## src/design/mdfp_defs.svh

```systemverilog
// Constants for the fault protection block.
// Assumes inclusion by bare name from design files only.
`ifndef MDFP_DEFS_SVH
`define MDFP_DEFS_SVH

// Clock period and buck overcurrent deglitch time, in ns
`define MDFP_CLK_PERIOD_NS 4
`define MDFP_OCP_DEG_NS 1000
`define MDFP_OCP_DEG_CYC ((`MDFP_OCP_DEG_NS + `MDFP_CLK_PERIOD_NS - 1) / `MDFP_CLK_PERIOD_NS)

// Stall filter step in ns and lock retry step in clock cycles, per unit of the select code
`define MDFP_STALL_STEP_NS 1000
`define MDFP_STALL_STEP_CYC (`MDFP_STALL_STEP_NS / `MDFP_CLK_PERIOD_NS)
`define MDFP_RETRY_STEP_CYC 250000

// Reset values of control state
`define MDFP_PULSE_SEL_RST 4'h0
`define MDFP_STALL_SEL_RST 4'h0

// Pulse report-only code; other codes decode by field bits
`define MDFP_PL_REPORT 4'h6

// Stall response field positions
`define MDFP_ST_MODE_HI 3
`define MDFP_ST_MODE_LO 2
`define MDFP_ST_BRIDGE_HI 1
`define MDFP_ST_BRIDGE_LO 0
`define MDFP_ST_REPORT 4'h8

`endif

```

## src/design/mdfp_pkg.sv

```systemverilog
// Types shared by the fault protection block.
// Assumes nothing beyond a SystemVerilog compiler.
package mdfp_pkg;
    typedef enum logic [1:0] {
        MDFP_BR_OFF,
        MDFP_BR_RECIRC,
        MDFP_BR_HS_BRAKE,
        MDFP_BR_LS_BRAKE
    } mdfp_bridge_t;
endpackage

```

## src/design/mdfp_sync_if.sv

```systemverilog
// Interface carrying synchronised threshold flags to the fault logic.
// Assumes one clock shared by both ends.
`timescale 1ns/1ns
interface mdfp_sync_if;
    logic buck_oc;
    logic pulse_over_cl;
    logic pulse_over_ol;
    logic stall_over;
    logic temp_warn;
    logic temp_warn_hys;
    logic temp_sd;
    logic temp_sd_hys;
    logic pwm_start;
    modport src (output buck_oc, pulse_over_cl, pulse_over_ol, stall_over, temp_warn,
        temp_warn_hys, temp_sd, temp_sd_hys, pwm_start);
    modport dst (input buck_oc, pulse_over_cl, pulse_over_ol, stall_over, temp_warn,
        temp_warn_hys, temp_sd, temp_sd_hys, pwm_start);
endinterface

```

## src/design/mdfp_sync.sv

```systemverilog
// Two-flop synchronisers for the analog threshold flags.
// Assumes raw levels from outside the core clock domain.
`timescale 1ns/1ns
module mdfp_sync (
    input wire logic i_core_clk,
    input wire logic i_nrst,
    input wire logic [8:0] i_raw,
    mdfp_sync_if.src o_flags
);
    logic [8:0] meta_q;
    logic [8:0] sync_q;

    // ------------------------------------------------------------
    // Synchroniser chain per flag
    // ------------------------------------------------------------
    genvar g;
    generate
        for (g = 0; g < 9; g++) begin : g_bit
            always_ff @(posedge i_core_clk or negedge i_nrst) begin
                if (!i_nrst) begin
                    meta_q[g] <= 1'b0;
                    sync_q[g] <= 1'b0;
                end else begin
                    meta_q[g] <= i_raw[g];
                    sync_q[g] <= meta_q[g];
                end
            end
        end
    endgenerate

    assign o_flags.buck_oc = sync_q[0];
    assign o_flags.pulse_over_cl = sync_q[1];
    assign o_flags.pulse_over_ol = sync_q[2];
    assign o_flags.stall_over = sync_q[3];
    assign o_flags.temp_warn = sync_q[4];
    assign o_flags.temp_warn_hys = sync_q[5];
    assign o_flags.temp_sd = sync_q[6];
    assign o_flags.temp_sd_hys = sync_q[7];
    assign o_flags.pwm_start = sync_q[8];
endmodule

```

## src/design/mdfp_top.sv

```systemverilog
// Fault response logic: buck overcurrent, pulse limit, stall limit, thermal.
// Assumes outside comparators drive the raw flags and a
// controller reads status and clears faults over APB.
//
// The APB register port and the register addresses are this design's own decisions.
`timescale 1ns/1ns
`include "mdfp_defs.svh"

// Summary of operation
// - Buck switch overcurrent lasting past the deglitch time holds the reset request high until the overcurrent ends.
// - Sense over pulse threshold is a limit event handled per the 4-bit response.
// - Closed loop uses closed-loop threshold flag, open loop the open-loop one.
// - Codes 000x recirculate and flag until the next PWM cycle start.
// - 0000 also reports error and pin low; 0001 reports neither.
// - Codes 001x recirculate until sense drops; 0010 also reports error and pin.
// - Codes 010x recirculate hold count plus one PWM cycles; 0100 also reports.
// - Code 0110 only flags; flags clear after condition gone and clear command.
// - Code 0111 and 1xxx ignore limit events entirely.
// - Stall event needs sampled sense above stall threshold past filter time.
// - Stall latched or retry picks bridge state from low bits and pulls pin low.
// - Stall latched sets flags; resumes after condition gone and clear command.
// - Stall retry sets flags; after retry delay resume and clear both flags.
// - Stall code 1000 only flags; clear after condition gone and clear command.
// - Stall codes 1xx1 ignore stall events.
// - Warning temperature sets flags; pin only when warning-to-pin enable set.
// - Warning pin releases below hysteresis; flag clears on command below limit.
// - Shutdown temperature asserts bridge override, stops pump, pin low, sets flags.
// - Shutdown ends below hysteresis; shutdown flag latched until clear command.
module mdfp_top
    import mdfp_pkg::*;
#(
    parameter int RETRY_STEP_CYC = `MDFP_RETRY_STEP_CYC
) (
    input wire logic i_core_clk,
    input wire logic i_nrst,
    input wire logic i_buck_oc_raw,
    input wire logic i_pulse_over_cl_raw,
    input wire logic i_pulse_over_ol_raw,
    input wire logic i_stall_over_raw,
    input wire logic i_temp_warn_raw,
    input wire logic i_temp_warn_hys_raw,
    input wire logic i_temp_sd_raw,
    input wire logic i_temp_sd_hys_raw,
    input wire logic i_pwm_start_raw,
    input wire logic i_closed_loop,
    input wire logic i_psel,
    input wire logic i_penable,
    input wire logic i_pwrite,
    input wire logic [11:0] i_paddr,
    input wire logic [31:0] i_pwdata,
    output logic [31:0] o_prdata,
    output logic o_pready,
    output logic o_pslverr,
    output logic o_fault_pin_n,
    output logic o_bridge_override,
    output mdfp_bridge_t o_bridge_state,
    output logic o_charge_pump_en,
    output logic o_buck_reset_req
);
    localparam logic [11:0] ADDR_CTRL = 12'h000;
    localparam logic [11:0] ADDR_STAT = 12'h004;
    localparam logic [11:0] ADDR_CMD = 12'h008;

    mdfp_sync_if flags ();

    mdfp_sync u_sync (
        .i_core_clk(i_core_clk),
        .i_nrst(i_nrst),
        .i_raw({i_pwm_start_raw, i_temp_sd_hys_raw, i_temp_sd_raw, i_temp_warn_hys_raw,
            i_temp_warn_raw, i_stall_over_raw, i_pulse_over_ol_raw, i_pulse_over_cl_raw,
            i_buck_oc_raw}),
        .o_flags(flags)
    );

    // ------------------------------------------------------------
    // Register bus
    // ------------------------------------------------------------
    logic [3:0] pulse_sel_q;
    logic [3:0] stall_sel_q;
    logic [3:0] hold_cyc_q;
    logic [3:0] stall_filt_q;
    logic [3:0] retry_sel_q;
    logic warn_pin_en_q;
    logic ctl_err_q;
    logic gate_err_q;
    logic pulse_flag_q;
    logic stall_flag_q;
    logic ot_flag_q;
    logic warn_flag_q;
    logic sd_flag_q;
    logic pulse_rpt_q;

    wire acc = i_psel && i_penable;
    wire wr_ctrl = acc && i_pwrite && (i_paddr == ADDR_CTRL);
    wire wr_cmd = acc && i_pwrite && (i_paddr == ADDR_CMD);
    wire clr_cmd = wr_cmd && i_pwdata[0];
    wire mapped = (i_paddr == ADDR_CTRL) || (i_paddr == ADDR_STAT) || (i_paddr == ADDR_CMD);
    wire [31:0] ctrl_word = {11'h000, warn_pin_en_q, retry_sel_q, stall_filt_q,
        hold_cyc_q, stall_sel_q, pulse_sel_q};
    wire [31:0] stat_word = {22'h000000, ~o_fault_pin_n, o_bridge_override, sd_flag_q,
        warn_flag_q, ot_flag_q, stall_flag_q, pulse_flag_q, gate_err_q, ctl_err_q, 1'b0};

    assign o_pready = 1'b1;
    assign o_pslverr = acc && !mapped;

    always_ff @(posedge i_core_clk or negedge i_nrst) begin
        if (!i_nrst) begin
            pulse_sel_q <= `MDFP_PULSE_SEL_RST;
            stall_sel_q <= `MDFP_STALL_SEL_RST;
            hold_cyc_q <= 4'h0;
            stall_filt_q <= 4'h0;
            retry_sel_q <= 4'h0;
            warn_pin_en_q <= 1'b0;
        end else if (wr_ctrl) begin
            {warn_pin_en_q, retry_sel_q, stall_filt_q, hold_cyc_q, stall_sel_q,
                pulse_sel_q} <= i_pwdata[20:0];
        end
    end

    always_ff @(posedge i_core_clk or negedge i_nrst) begin
        if (!i_nrst) begin
            o_prdata <= 32'h00000000;
        end else if (i_psel && !i_penable && !i_pwrite) begin
            o_prdata <= (i_paddr == ADDR_CTRL) ? ctrl_word :
                (i_paddr == ADDR_STAT) ? stat_word : 32'h00000000;
        end
    end

    // ------------------------------------------------------------
    // Buck overcurrent deglitch
    // ------------------------------------------------------------
    localparam int OCP_CYC = `MDFP_OCP_DEG_CYC;
    logic [9:0] ocp_cnt_q;
    wire ocp_done = (ocp_cnt_q == 10'(OCP_CYC));
    always_ff @(posedge i_core_clk or negedge i_nrst) begin
        if (!i_nrst) begin
            ocp_cnt_q <= 10'h000;
            o_buck_reset_req <= 1'b0;
        end else begin
            if (!flags.buck_oc) begin
                ocp_cnt_q <= 10'h000;
            end else if (!ocp_done) begin
                ocp_cnt_q <= ocp_cnt_q + 10'h001;
            end
            o_buck_reset_req <= flags.buck_oc && ocp_done;
        end
    end

    // ------------------------------------------------------------
    // Pulse current limit
    // ------------------------------------------------------------
    typedef enum logic [1:0] {PL_IDLE, PL_NEXT, PL_THR, PL_HOLD} mdfp_pl_state_t;
    mdfp_pl_state_t pl_q;
    logic [4:0] hold_left_q;
    wire pulse_over = i_closed_loop ? flags.pulse_over_cl : flags.pulse_over_ol;
    wire pl_active_mode = !pulse_sel_q[3] && (pulse_sel_q[2:1] != 2'b11);
    wire pl_event = pulse_over && pl_active_mode && (pl_q == PL_IDLE);
    wire pl_report = !pulse_sel_q[0];
    wire pl_only = (pulse_sel_q == `MDFP_PL_REPORT);
    wire pl_leave = ((pl_q == PL_NEXT) && flags.pwm_start) || ((pl_q == PL_THR) && !pulse_over) ||
        ((pl_q == PL_HOLD) && flags.pwm_start && (hold_left_q == 5'h01));

    always_ff @(posedge i_core_clk or negedge i_nrst) begin
        if (!i_nrst) begin
            pl_q <= PL_IDLE;
            hold_left_q <= 5'h00;
            pulse_rpt_q <= 1'b0;
        end else begin
            unique case (pl_q)
                PL_IDLE: begin
                    if (pl_event && !pl_only) begin
                        pulse_rpt_q <= pl_report;
                        hold_left_q <= {1'b0, hold_cyc_q} + 5'h01;
                        if (pulse_sel_q[2:1] == 2'b00) begin
                            pl_q <= PL_NEXT;
                        end else if (pulse_sel_q[2:1] == 2'b01) begin
                            pl_q <= PL_THR;
                        end else begin
                            pl_q <= PL_HOLD;
                        end
                    end
                end
                PL_NEXT: begin
                    if (flags.pwm_start) begin
                        pl_q <= PL_IDLE;
                    end
                end
                PL_THR: begin
                    if (!pulse_over) begin
                        pl_q <= PL_IDLE;
                    end
                end
                PL_HOLD: begin
                    if (flags.pwm_start) begin
                        if (hold_left_q == 5'h01) begin
                            pl_q <= PL_IDLE;
                        end
                        hold_left_q <= hold_left_q - 5'h01;
                    end
                end
            endcase
            if (pl_leave) begin
                pulse_rpt_q <= 1'b0;
            end
        end
    end


    wire pl_recirc = (pl_q != PL_IDLE);

    // ------------------------------------------------------------
    // Stall current limit
    // ------------------------------------------------------------
    typedef enum logic [1:0] {ST_IDLE, ST_LATCH, ST_RETRY} mdfp_st_state_t;
    mdfp_st_state_t st_q;
    logic [11:0] filt_cnt_q;
    logic [3:0] filt_units_q;
    logic [31:0] retry_cnt_q;
    wire st_ignored = stall_sel_q[`MDFP_ST_MODE_HI] && stall_sel_q[0];
    wire st_report = (stall_sel_q == `MDFP_ST_REPORT);
    wire filt_step = (filt_cnt_q == 12'(`MDFP_STALL_STEP_CYC - 1));
    wire st_event = flags.stall_over && (filt_units_q >= stall_filt_q) && filt_step;
    wire [31:0] retry_len = 32'(RETRY_STEP_CYC) * ({28'h0000000, retry_sel_q} + 32'h1);

    always_ff @(posedge i_core_clk or negedge i_nrst) begin
        if (!i_nrst) begin
            filt_cnt_q <= 12'h000;
            filt_units_q <= 4'h0;
        end else if (!flags.stall_over) begin
            filt_cnt_q <= 12'h000;
            filt_units_q <= 4'h0;
        end else if (filt_step) begin
            filt_cnt_q <= 12'h000;
            if (filt_units_q != 4'hF) begin
                filt_units_q <= filt_units_q + 4'h1;
            end
        end else begin
            filt_cnt_q <= filt_cnt_q + 12'h001;
        end
    end

    always_ff @(posedge i_core_clk or negedge i_nrst) begin
        if (!i_nrst) begin
            st_q <= ST_IDLE;
            retry_cnt_q <= 32'h00000000;
            o_bridge_state <= MDFP_BR_OFF;
        end else begin
            unique case (st_q)
                ST_IDLE: begin
                    if (st_event && !st_ignored && !stall_sel_q[`MDFP_ST_MODE_HI]) begin
                        o_bridge_state <= mdfp_bridge_t'(stall_sel_q[1:0]);
                        retry_cnt_q <= 32'h00000000;
                        st_q <= stall_sel_q[`MDFP_ST_MODE_LO] ? ST_RETRY : ST_LATCH;
                    end else if (pl_recirc) begin
                        o_bridge_state <= MDFP_BR_RECIRC;
                    end
                end
                ST_LATCH: begin
                    if (clr_cmd && !flags.stall_over) begin
                        st_q <= ST_IDLE;
                    end
                end
                ST_RETRY: begin
                    if (retry_cnt_q >= retry_len - 32'h1) begin
                        st_q <= ST_IDLE;
                    end
                    retry_cnt_q <= retry_cnt_q + 32'h1;
                end
            endcase
        end
    end

    wire st_retry_done = (st_q == ST_RETRY) && (retry_cnt_q >= retry_len - 32'h1);

    // ------------------------------------------------------------
    // Thermal
    // ------------------------------------------------------------
    logic sd_active_q;
    logic warn_pin_q;
    always_ff @(posedge i_core_clk or negedge i_nrst) begin
        if (!i_nrst) begin
            sd_active_q <= 1'b0;
            warn_pin_q <= 1'b0;
        end else begin
            if (flags.temp_sd) begin
                sd_active_q <= 1'b1;
            end else if (!flags.temp_sd_hys) begin
                sd_active_q <= 1'b0;
            end
            if (flags.temp_warn && warn_pin_en_q) begin
                warn_pin_q <= 1'b1;
            end else if (!flags.temp_warn_hys || !warn_pin_en_q) begin
                warn_pin_q <= 1'b0;
            end
        end
    end

    // ------------------------------------------------------------
    // Status flags; a new event wins over a clear in the same cycle
    // ------------------------------------------------------------
    wire pl_only_evt = pulse_over && pl_only && (pl_q == PL_IDLE);
    wire st_rpt_evt = st_event && st_report;
    wire st_act_evt = st_event && !st_ignored && !stall_sel_q[`MDFP_ST_MODE_HI];
    wire clr_ok_pulse = clr_cmd && !pulse_over;
    wire clr_ok_stall = clr_cmd && !flags.stall_over;

    always_ff @(posedge i_core_clk or negedge i_nrst) begin
        if (!i_nrst) begin
            ctl_err_q <= 1'b0;
            gate_err_q <= 1'b0;
            pulse_flag_q <= 1'b0;
            stall_flag_q <= 1'b0;
            ot_flag_q <= 1'b0;
            warn_flag_q <= 1'b0;
            sd_flag_q <= 1'b0;
        end else begin
            if ((pl_event && !pl_only) || pl_only_evt) begin
                pulse_flag_q <= 1'b1;
            end else if (pl_leave || (!pl_recirc && clr_ok_pulse)) begin
                pulse_flag_q <= 1'b0;
            end
            if (st_act_evt || st_rpt_evt) begin
                stall_flag_q <= 1'b1;
            end else if (st_retry_done || ((st_q != ST_RETRY) && clr_ok_stall)) begin
                stall_flag_q <= 1'b0;
            end
            if ((pl_event && !pl_only && pl_report) || pl_only_evt || st_act_evt ||
                st_rpt_evt) begin
                ctl_err_q <= 1'b1;
            end else if (st_retry_done || (pl_leave && pulse_rpt_q) ||
                (clr_ok_pulse && clr_ok_stall && (st_q != ST_RETRY) && !pl_recirc)) begin
                ctl_err_q <= 1'b0;
            end
            if (flags.temp_warn || flags.temp_sd) begin
                ot_flag_q <= 1'b1;
            end else if (clr_cmd) begin
                ot_flag_q <= 1'b0;
            end
            if (flags.temp_warn) begin
                warn_flag_q <= 1'b1;
            end else if (clr_cmd) begin
                warn_flag_q <= 1'b0;
            end
            if (flags.temp_sd) begin
                sd_flag_q <= 1'b1;
                gate_err_q <= 1'b1;
            end else if (clr_cmd && !sd_active_q) begin
                sd_flag_q <= 1'b0;
                gate_err_q <= 1'b0;
            end
        end
    end

    // ------------------------------------------------------------
    // Outputs: stall bridge state has priority over pulse limit; shutdown only sets override, pin and pump
    // ------------------------------------------------------------
    wire st_hold = (st_q != ST_IDLE);
    wire pin_low = sd_active_q || st_hold || warn_pin_q || (pl_recirc && pulse_rpt_q);
    assign o_fault_pin_n = !pin_low;
    assign o_bridge_override = sd_active_q || st_hold || pl_recirc;
    assign o_charge_pump_en = !sd_active_q;
endmodule

```

## config.mk

```make
export PLATFORM = sky130hd
export DESIGN_NAME = mdfp_top
export DESIGN_NICKNAME = d
export VERILOG_FILES = /design/src/design/mdfp_pkg.sv /design/src/design/mdfp_sync_if.sv /design/src/design/mdfp_sync.sv /design/src/design/mdfp_top.sv
export VERILOG_INCLUDE_DIRS = /design/src /design/src/design
export SDC_FILE = /design/constraint.sdc
export NUM_CORES = 1
export LEC_CHECK = 0
export ABC_AREA = 1
export BUFFER_PORTS_ARGS = -buffer_cell sky130_fd_sc_hd__buf_2
export CAP_MARGIN = 20
export CORE_ASPECT_RATIO = 0.75
export CORE_MARGIN = 2
export CORE_UTILIZATION = 40
export CTS_CLUSTER_SIZE = 28
export DETAILED_ROUTE_END_ITERATION = 12
export PLACE_DENSITY = 0.7
export SLEW_MARGIN = 10
export SYNTH_ARGS = -nofsm -noshare
export SYNTH_HDL_FRONTEND = slang
export SYNTH_SLANG_ARGS = --single-unit
export TNS_END_PERCENT = 20
```

## constraint.sdc

```tcl
create_clock -name i_core_clk -period 12.7 [get_ports i_core_clk]
set_input_delay 2.54 -clock i_core_clk [delete_from_list [all_inputs] [get_ports i_core_clk]]
set_output_delay 2.54 -clock i_core_clk [all_outputs]
set_load 0.005 [all_outputs]
```

* Word level (Yosys, flattened, before mapping)
Index checks and enable logic that the tools add are counted.
Operators by class: add/subtract/negate cells 8, multiply operators 1, div/mod/pow operators 0, $lt $le $gt $ge 2, equal/unequal tests 28, shift operators 0, mux-type cells 48, bitwise operators 0, reductions and logical operators 97
Operator list (count):
- one-hot mux 32 bit (2 select lines) | 1
- logical AND 1 bit | 38
- adder 32 x 1 -> 32 bit (second input constant) | 1
- greater-or-equal comparator 32 bit | 1
- 2-to-1 mux 32 bit | 1
- 2-to-1 mux 10 bit | 3
- nonzero test 2 bit | 14
- 2-to-1 mux 12 bit | 2
- 2-to-1 mux 2 bit | 12
- subtractor 23 x 1 -> 24 bit (second input constant) | 1
- 2-to-1 mux 21 bit | 1
- 2-to-1 mux 1 bit | 20
- != test 2 bit (second input constant) | 10
- logical OR 1 bit | 19
- multiplier 14 x 5 -> 19 bit (first input constant) | 1
- logical NOT 1 bit | 15
- adder 12 x 1 -> 12 bit (second input constant) | 1
- == test 12 x 3 -> 1 bit (second input constant) | 1
- == test 12 x 4 -> 1 bit (second input constant) | 1
- == test 12 x 8 -> 1 bit (second input constant) | 1
- logical NOT 12 bit | 1
- 2-to-1 mux 4 bit | 3
- adder 10 x 1 -> 10 bit (second input constant) | 1
- adder 4 x 1 -> 5 bit (second input constant) | 2
- other kinds (19) | 33
Storage, ports and cells: register bits after elaboration 150, bits in latches 0, RAM bits 0, bits in read-only memories 0, input port bits 59, output and inout port bits 40, word-level logic and storage cells 227, memories kept 0

* Logic depth before layout (Yosys ltp)
word-level depth 11, depth in mapped cells 33, gate-level depth less buffers 33

* Modules after synthesis
A second synthesis with hierarchy kept.
Second synthesis, totals: cell total of the unflattened synthesis 1106, area, all modules 8954.8 um2
Modules (own cells, without submodules):
- mdfp_top | instances 1, cells an instance 1088, area each 8504.4 um2, sequential area each 3027.9 um2
- mdfp_sync | instances 1, cells an instance 18, area each 450.4 um2, sequential area each 450.4 um2

* Least setup slack after synthesis
No wires, ideal clock.
path kind input port to output port, start input i_paddr[11], end output o_pslverr, arrival 3.455 ns, data required time 10.160 ns, setup slack 6.705 ns, stages on the path 6, buffers on the path 0, cells stage by stage nor2_1 nand2_1 nor2_1 inv_1 nor4_1 a2111oi_0
Between the ends: cells in the longest elaborated chain, start to end 5
RTL lines:
- start, declared | RTL line mdfp_top.sv:49 | input wire logic [11:0] i_paddr,
- == test 12 x 3 -> 1 bit / logical NOT 12 bit (equally long branches) | RTL line mdfp_top.sv:97 | wire mapped = (i_paddr == ADDR_CTRL) || (i_paddr == ADDR_STAT) || (i_paddr == ADDR_CMD);
- logical OR 1 bit | RTL line mdfp_top.sv:97
- logical OR 1 bit * | RTL line mdfp_top.sv:97
- logical NOT 1 bit * | RTL line mdfp_top.sv:104 | assign o_pslverr = acc && !mapped;
- logical AND 1 bit * | RTL line mdfp_top.sv:104
- end, declared | RTL line mdfp_top.sv:53 | output logic o_pslverr,
Mark *: on every way between the ends. The rest lies on a longest branch, timed or not.

* Final worst setup path
start register retry_sel_q[0], end register st_q[0]
Between the ends: cells in the longest elaborated chain, start to end 6
RTL lines:
- start, declared | RTL line mdfp_top.sv:82 | logic [3:0] retry_sel_q;
- start signal, assigned | RTL line mdfp_top.sv:112 | retry_sel_q <= 4'h0;
- adder 4 x 1 -> 5 bit | RTL line mdfp_top.sv:223 | wire [31:0] retry_len = 32'(RETRY_STEP_CYC) * ({28'h0000000, retry_sel_q} + 32'h1);
- multiplier 14 x 5 -> 19 bit | RTL line mdfp_top.sv:223
- subtractor 23 x 1 -> 24 bit | RTL line mdfp_top.sv:264 | if (retry_cnt_q >= retry_len - 32'h1) begin
- greater-or-equal comparator 32 bit | RTL line mdfp_top.sv:264
- != test 2 bit (no line)
- AND reduction 3 bit (no line)
- end signal, assigned | RTL line mdfp_top.sv:253 | st_q <= stall_sel_q[`MDFP_ST_MODE_LO] ? ST_RETRY : ST_LATCH;
- end, declared | RTL line mdfp_top.sv:215 | mdfp_st_state_t st_q;
No other way between the ends. A chain may end at the register's enable or synchronous reset.

==> impl_metrics.yaml <==
outcome:
  status: "completed"
timing:
  rsz0062_at_grt: "false"
  fin_ws_ps: 5909
  fin_skew_ps: 10.95
  timing.final.crit_share_pct: 53.47
  timing.fmax_mhz: 147.3
  period_needed_ps: 6791
  finalSetupViolations: 0
  tightest_slew_ps: 784.0
  final_max_slew_viol_count: 0
  tns_ps: 0
  hold_viol: 0
  relSlewSlack_pct: 47.74
global_route:
  track_usage_pct: 19.63
  grt_antenna_before_repair: 0
  grt_pass1_vias: 7545
  grt_pass1_wl_um: 37470
  grt_overflow: 0
  grt_max_degree: 87
final_layout:
  drive_gt1_share_pct: 12.01
  finalInstanceArea_um2: 10280
  antenna_cells: 0
  layout_commonest_cell: "nand2_1"
  final_cell_mix: "nand2_1 (223), inv_1 (157), dfrtp_1 (139)"
  nets: 1351
  areaGrowthSynthToFinish_pct: 14.12
setup_path:
  criticalPathCategory: "reg2reg"
  crit_fanout: 15
  arrival_ps: 7090
  cp-end-kind: "flip-flop"
  required_ps: 13000
  r2r_setup_slack_ps: 5910
  critPathLaunchType: "flip-flop"
floorplan:
  start_util_pct: 40.73
  core.rowCount: 47
  io_pins: 99
  die_w_um: 177.3
  core_um2: 22110
  dieHeight_um: 134.0
  die_area_um2: 23740
routing:
  via_count: 7823
  ant_nets: 0
  remaining_drc_errors: 0
  drtPass1Iterations: 5
  detail_route.iter0.violations: 588
  vias_per_cell: 5.153
  wl_per_cell_um: 14.61
  wirelength_um: 22170
power_and_ir_drop:
  internal_power_w: 0.0008495
  power_leakage_nw: 4.976
  seqPwrFrac_pct: 40.7
  power.share.clock_pct: 44.9
  p_per_area_nw_per_um2: 116.5
  p_sw_share_pct: 29.08
  pwr-share-comb_pct: 14.4
  power_switching_w: 0.0003483
  ir_drop_v: 0.00008941
cts:
  cts_tree: "done"
  clock_latency_ps: 430
  cts-root-buf: "clkbuf_16"
  htree_levels: 4
  clock-sinks: 139
  holdBufCountCts: 0
  cts_setup_buffers: 0
  ctsResizeCount: 0
  numCtsBuffers: 17
  clk_pin_slew_ps: 60
  clk_path_buf_depth: 2
job:
  drv_cap: 0
logic_synthesis:
  synth-edff-count: 0
  syn_area_um2: 9006
  synth_seq_cells: 139
  synth-async-reset-ratio_pct: 100.0
  synth_warnings: 0
  avgSynthCellArea_um2: 7.928
  synthFlopType: "dfrtp_1"
  syn_inst: 1136
  synth_cell_types: 49
  yosysSeqAreaShare_pct: 38.62
min_path:
  hp-class: "reg2reg"
placed_design:
  gp_congestion: 0.9276
  portBuffers: 75
  place_area_um2: 9651
  place_ws_ps: 5978
  dpl.hpwl_um: 16530
## metal layers
metal	track usage, %	wire length [µm]	vias to the layer above
met5	0	0	-
met2	29.40	9520	184
met4	5.100	278	0
met1	29.05	11290	3685
met3	3.741	1082	21
li1	-	-	3933
## sequential cells by signal, indices dropped and copies added (netlist names), 2 cells and up
signal          count
retry_cnt_q        32
stall_sel_q         4
o_prdata           21
st_q                2
pl_q                2
u_sync.meta_q       9
ocp_cnt_q          10
pulse_sel_q         4
stall_filt_q        4
hold_left_q         5
hold_cyc_q          4
filt_units_q        4
o_bridge_state      2
retry_sel_q         4
filt_cnt_q         12
## cell type report
cell class	count	area, µm²
clock inverter	12	187.7
inverter	159	596.8
tap	294	367.9
timing repair buffer	80	419.2
clock buffer	18	439.2
sequential	139	3478
fill	2203	11830
multi-input combinational	816	4788
## synth_stat cells, drive strengths merged (2+ instances only)
| cell type | n | share of area (%) |
|---|---|---|
| mux2 | 4 | 0.50 |
| o21ai | 62 | 3.5 |
| nor3b | 3 | 0.25 |
| o22ai | 2 | 0.14 |
| o211ai | 7 | 0.58 |
| conb | 2 | 0.083 |
| nor4 | 13 | 0.90 |
| o221ai | 5 | 0.49 |
| o31ai | 27 | 2.3 |
| nand3b | 5 | 0.42 |
| inv | 159 | 6.6 |
| nand4 | 37 | 2.6 |
| nor3 | 40 | 2.4 |
| nand3 | 63 | 3.9 |
| dfrtp | 139 | 39 |
| a211oi | 2 | 0.17 |
| fa | 6 | 1.3 |
| buf | 17 | 1.4 |
| o21a | 7 | 0.58 |
| a21oi | 59 | 3.3 |
| ha | 73 | 10 |
| nand2 | 232 | 9.9 |
| nor2 | 112 | 4.9 |
| clkbuf | 15 | 0.63 |
| xnor2 | 10 | 0.97 |
| a31oi | 2 | 0.14 |
| xor2 | 24 | 2.4 |
## cell families (layout without fill, tap and decap cells)
logic type      Yosys count  in the layout  synth area share, %
compound gates          180            180                11.86
xor+xnor                 34             34                3.390
fa+ha+maj                79             79                11.48
buf+inv                 191            269                8.627
flops                   139            139                38.62
mux                       4              4               0.5001
other cells               2             12              0.08339
simple gates            507            507                25.44
## critical path: stages (launching register included)
cell	delay (ps)
dfrtp_1	710
inv_1	410
ha_1	620
inv_1	220
fa_1	540
fa_1	520
inv_1	40
ha_1	360
a21oi_1	210
o21ai_0	110
a21oi_1	200
nand2_1	140
nand2_1	100
nand3_1	120
nor3_2	210
nand4_1	500
ha_1	520
nand2_1	110
inv_1	40
nand4_1	80
o211ai_1	150
a21oi_1	320
nand3_1	130
nand2_1	90
inv_1	70
nand2_1	50
o21ai_0	80
## power by group through the flow
stage | sequential [W] | clock [W] | combinational, W
6_report | 0.000488 | 0.000537 | 0.000173
5_1_grt | 0.000492 | 0.000564 | 0.000196
4_1_cts | 0.000488 | 0.000543 | 0.000173
3_5_place_dp | 0.000496 | 0 | 0.000172
3_3_place_gp | 0.000495 | 0 | 0.000168
2_1_floorplan | 0.000490 | 0 | 0.000121
## path summary, 6_finish.rpt
check,to,startpoint,cells past startpoint
max in group asynchronous,retry_cnt_q[30]$_DFFE_PN0P_,i_nrst,2
worst min register to register,u_sync.o_flags.pwm_start$_DFF_PN0_,u_sync.meta_q[8]$_DFF_PN0_,0
worst max-delay path,st_q[0]$_DFFE_PN0P_,retry_sel_q[0]$_DFFE_PN0P_,26
min in group asynchronous,u_sync.meta_q[1]$_DFF_PN0_,i_nrst,1
worst max register to register,st_q[0]$_DFFE_PN0P_,retry_sel_q[0]$_DFFE_PN0P_,26
worst min-delay path,u_sync.o_flags.pwm_start$_DFF_PN0_,u_sync.meta_q[8]$_DFF_PN0_,0
## stage by stage
| stage | total power [W] | util (%) | std cells | hold slack, ps |
|---|---|---|---|---|
| floorplan | 0.0006114 | - | 1146 | 331.2 |
| global placement | 0.0006629 | 43.65 | 1488 | 332.7 |
| detailed placement | 0.0006673 | 43.65 | 1488 | 334.7 |
| CTS | 0.001204 | 46.48 | 1518 | 348.2 |
| global route | 0.001252 | 46.48 | 1518 | 352.6 |
| finish | 0.001198 | 46.48 | 1518 | 346.5 |
Note: power is estimated with default switching activity, not from simulation.
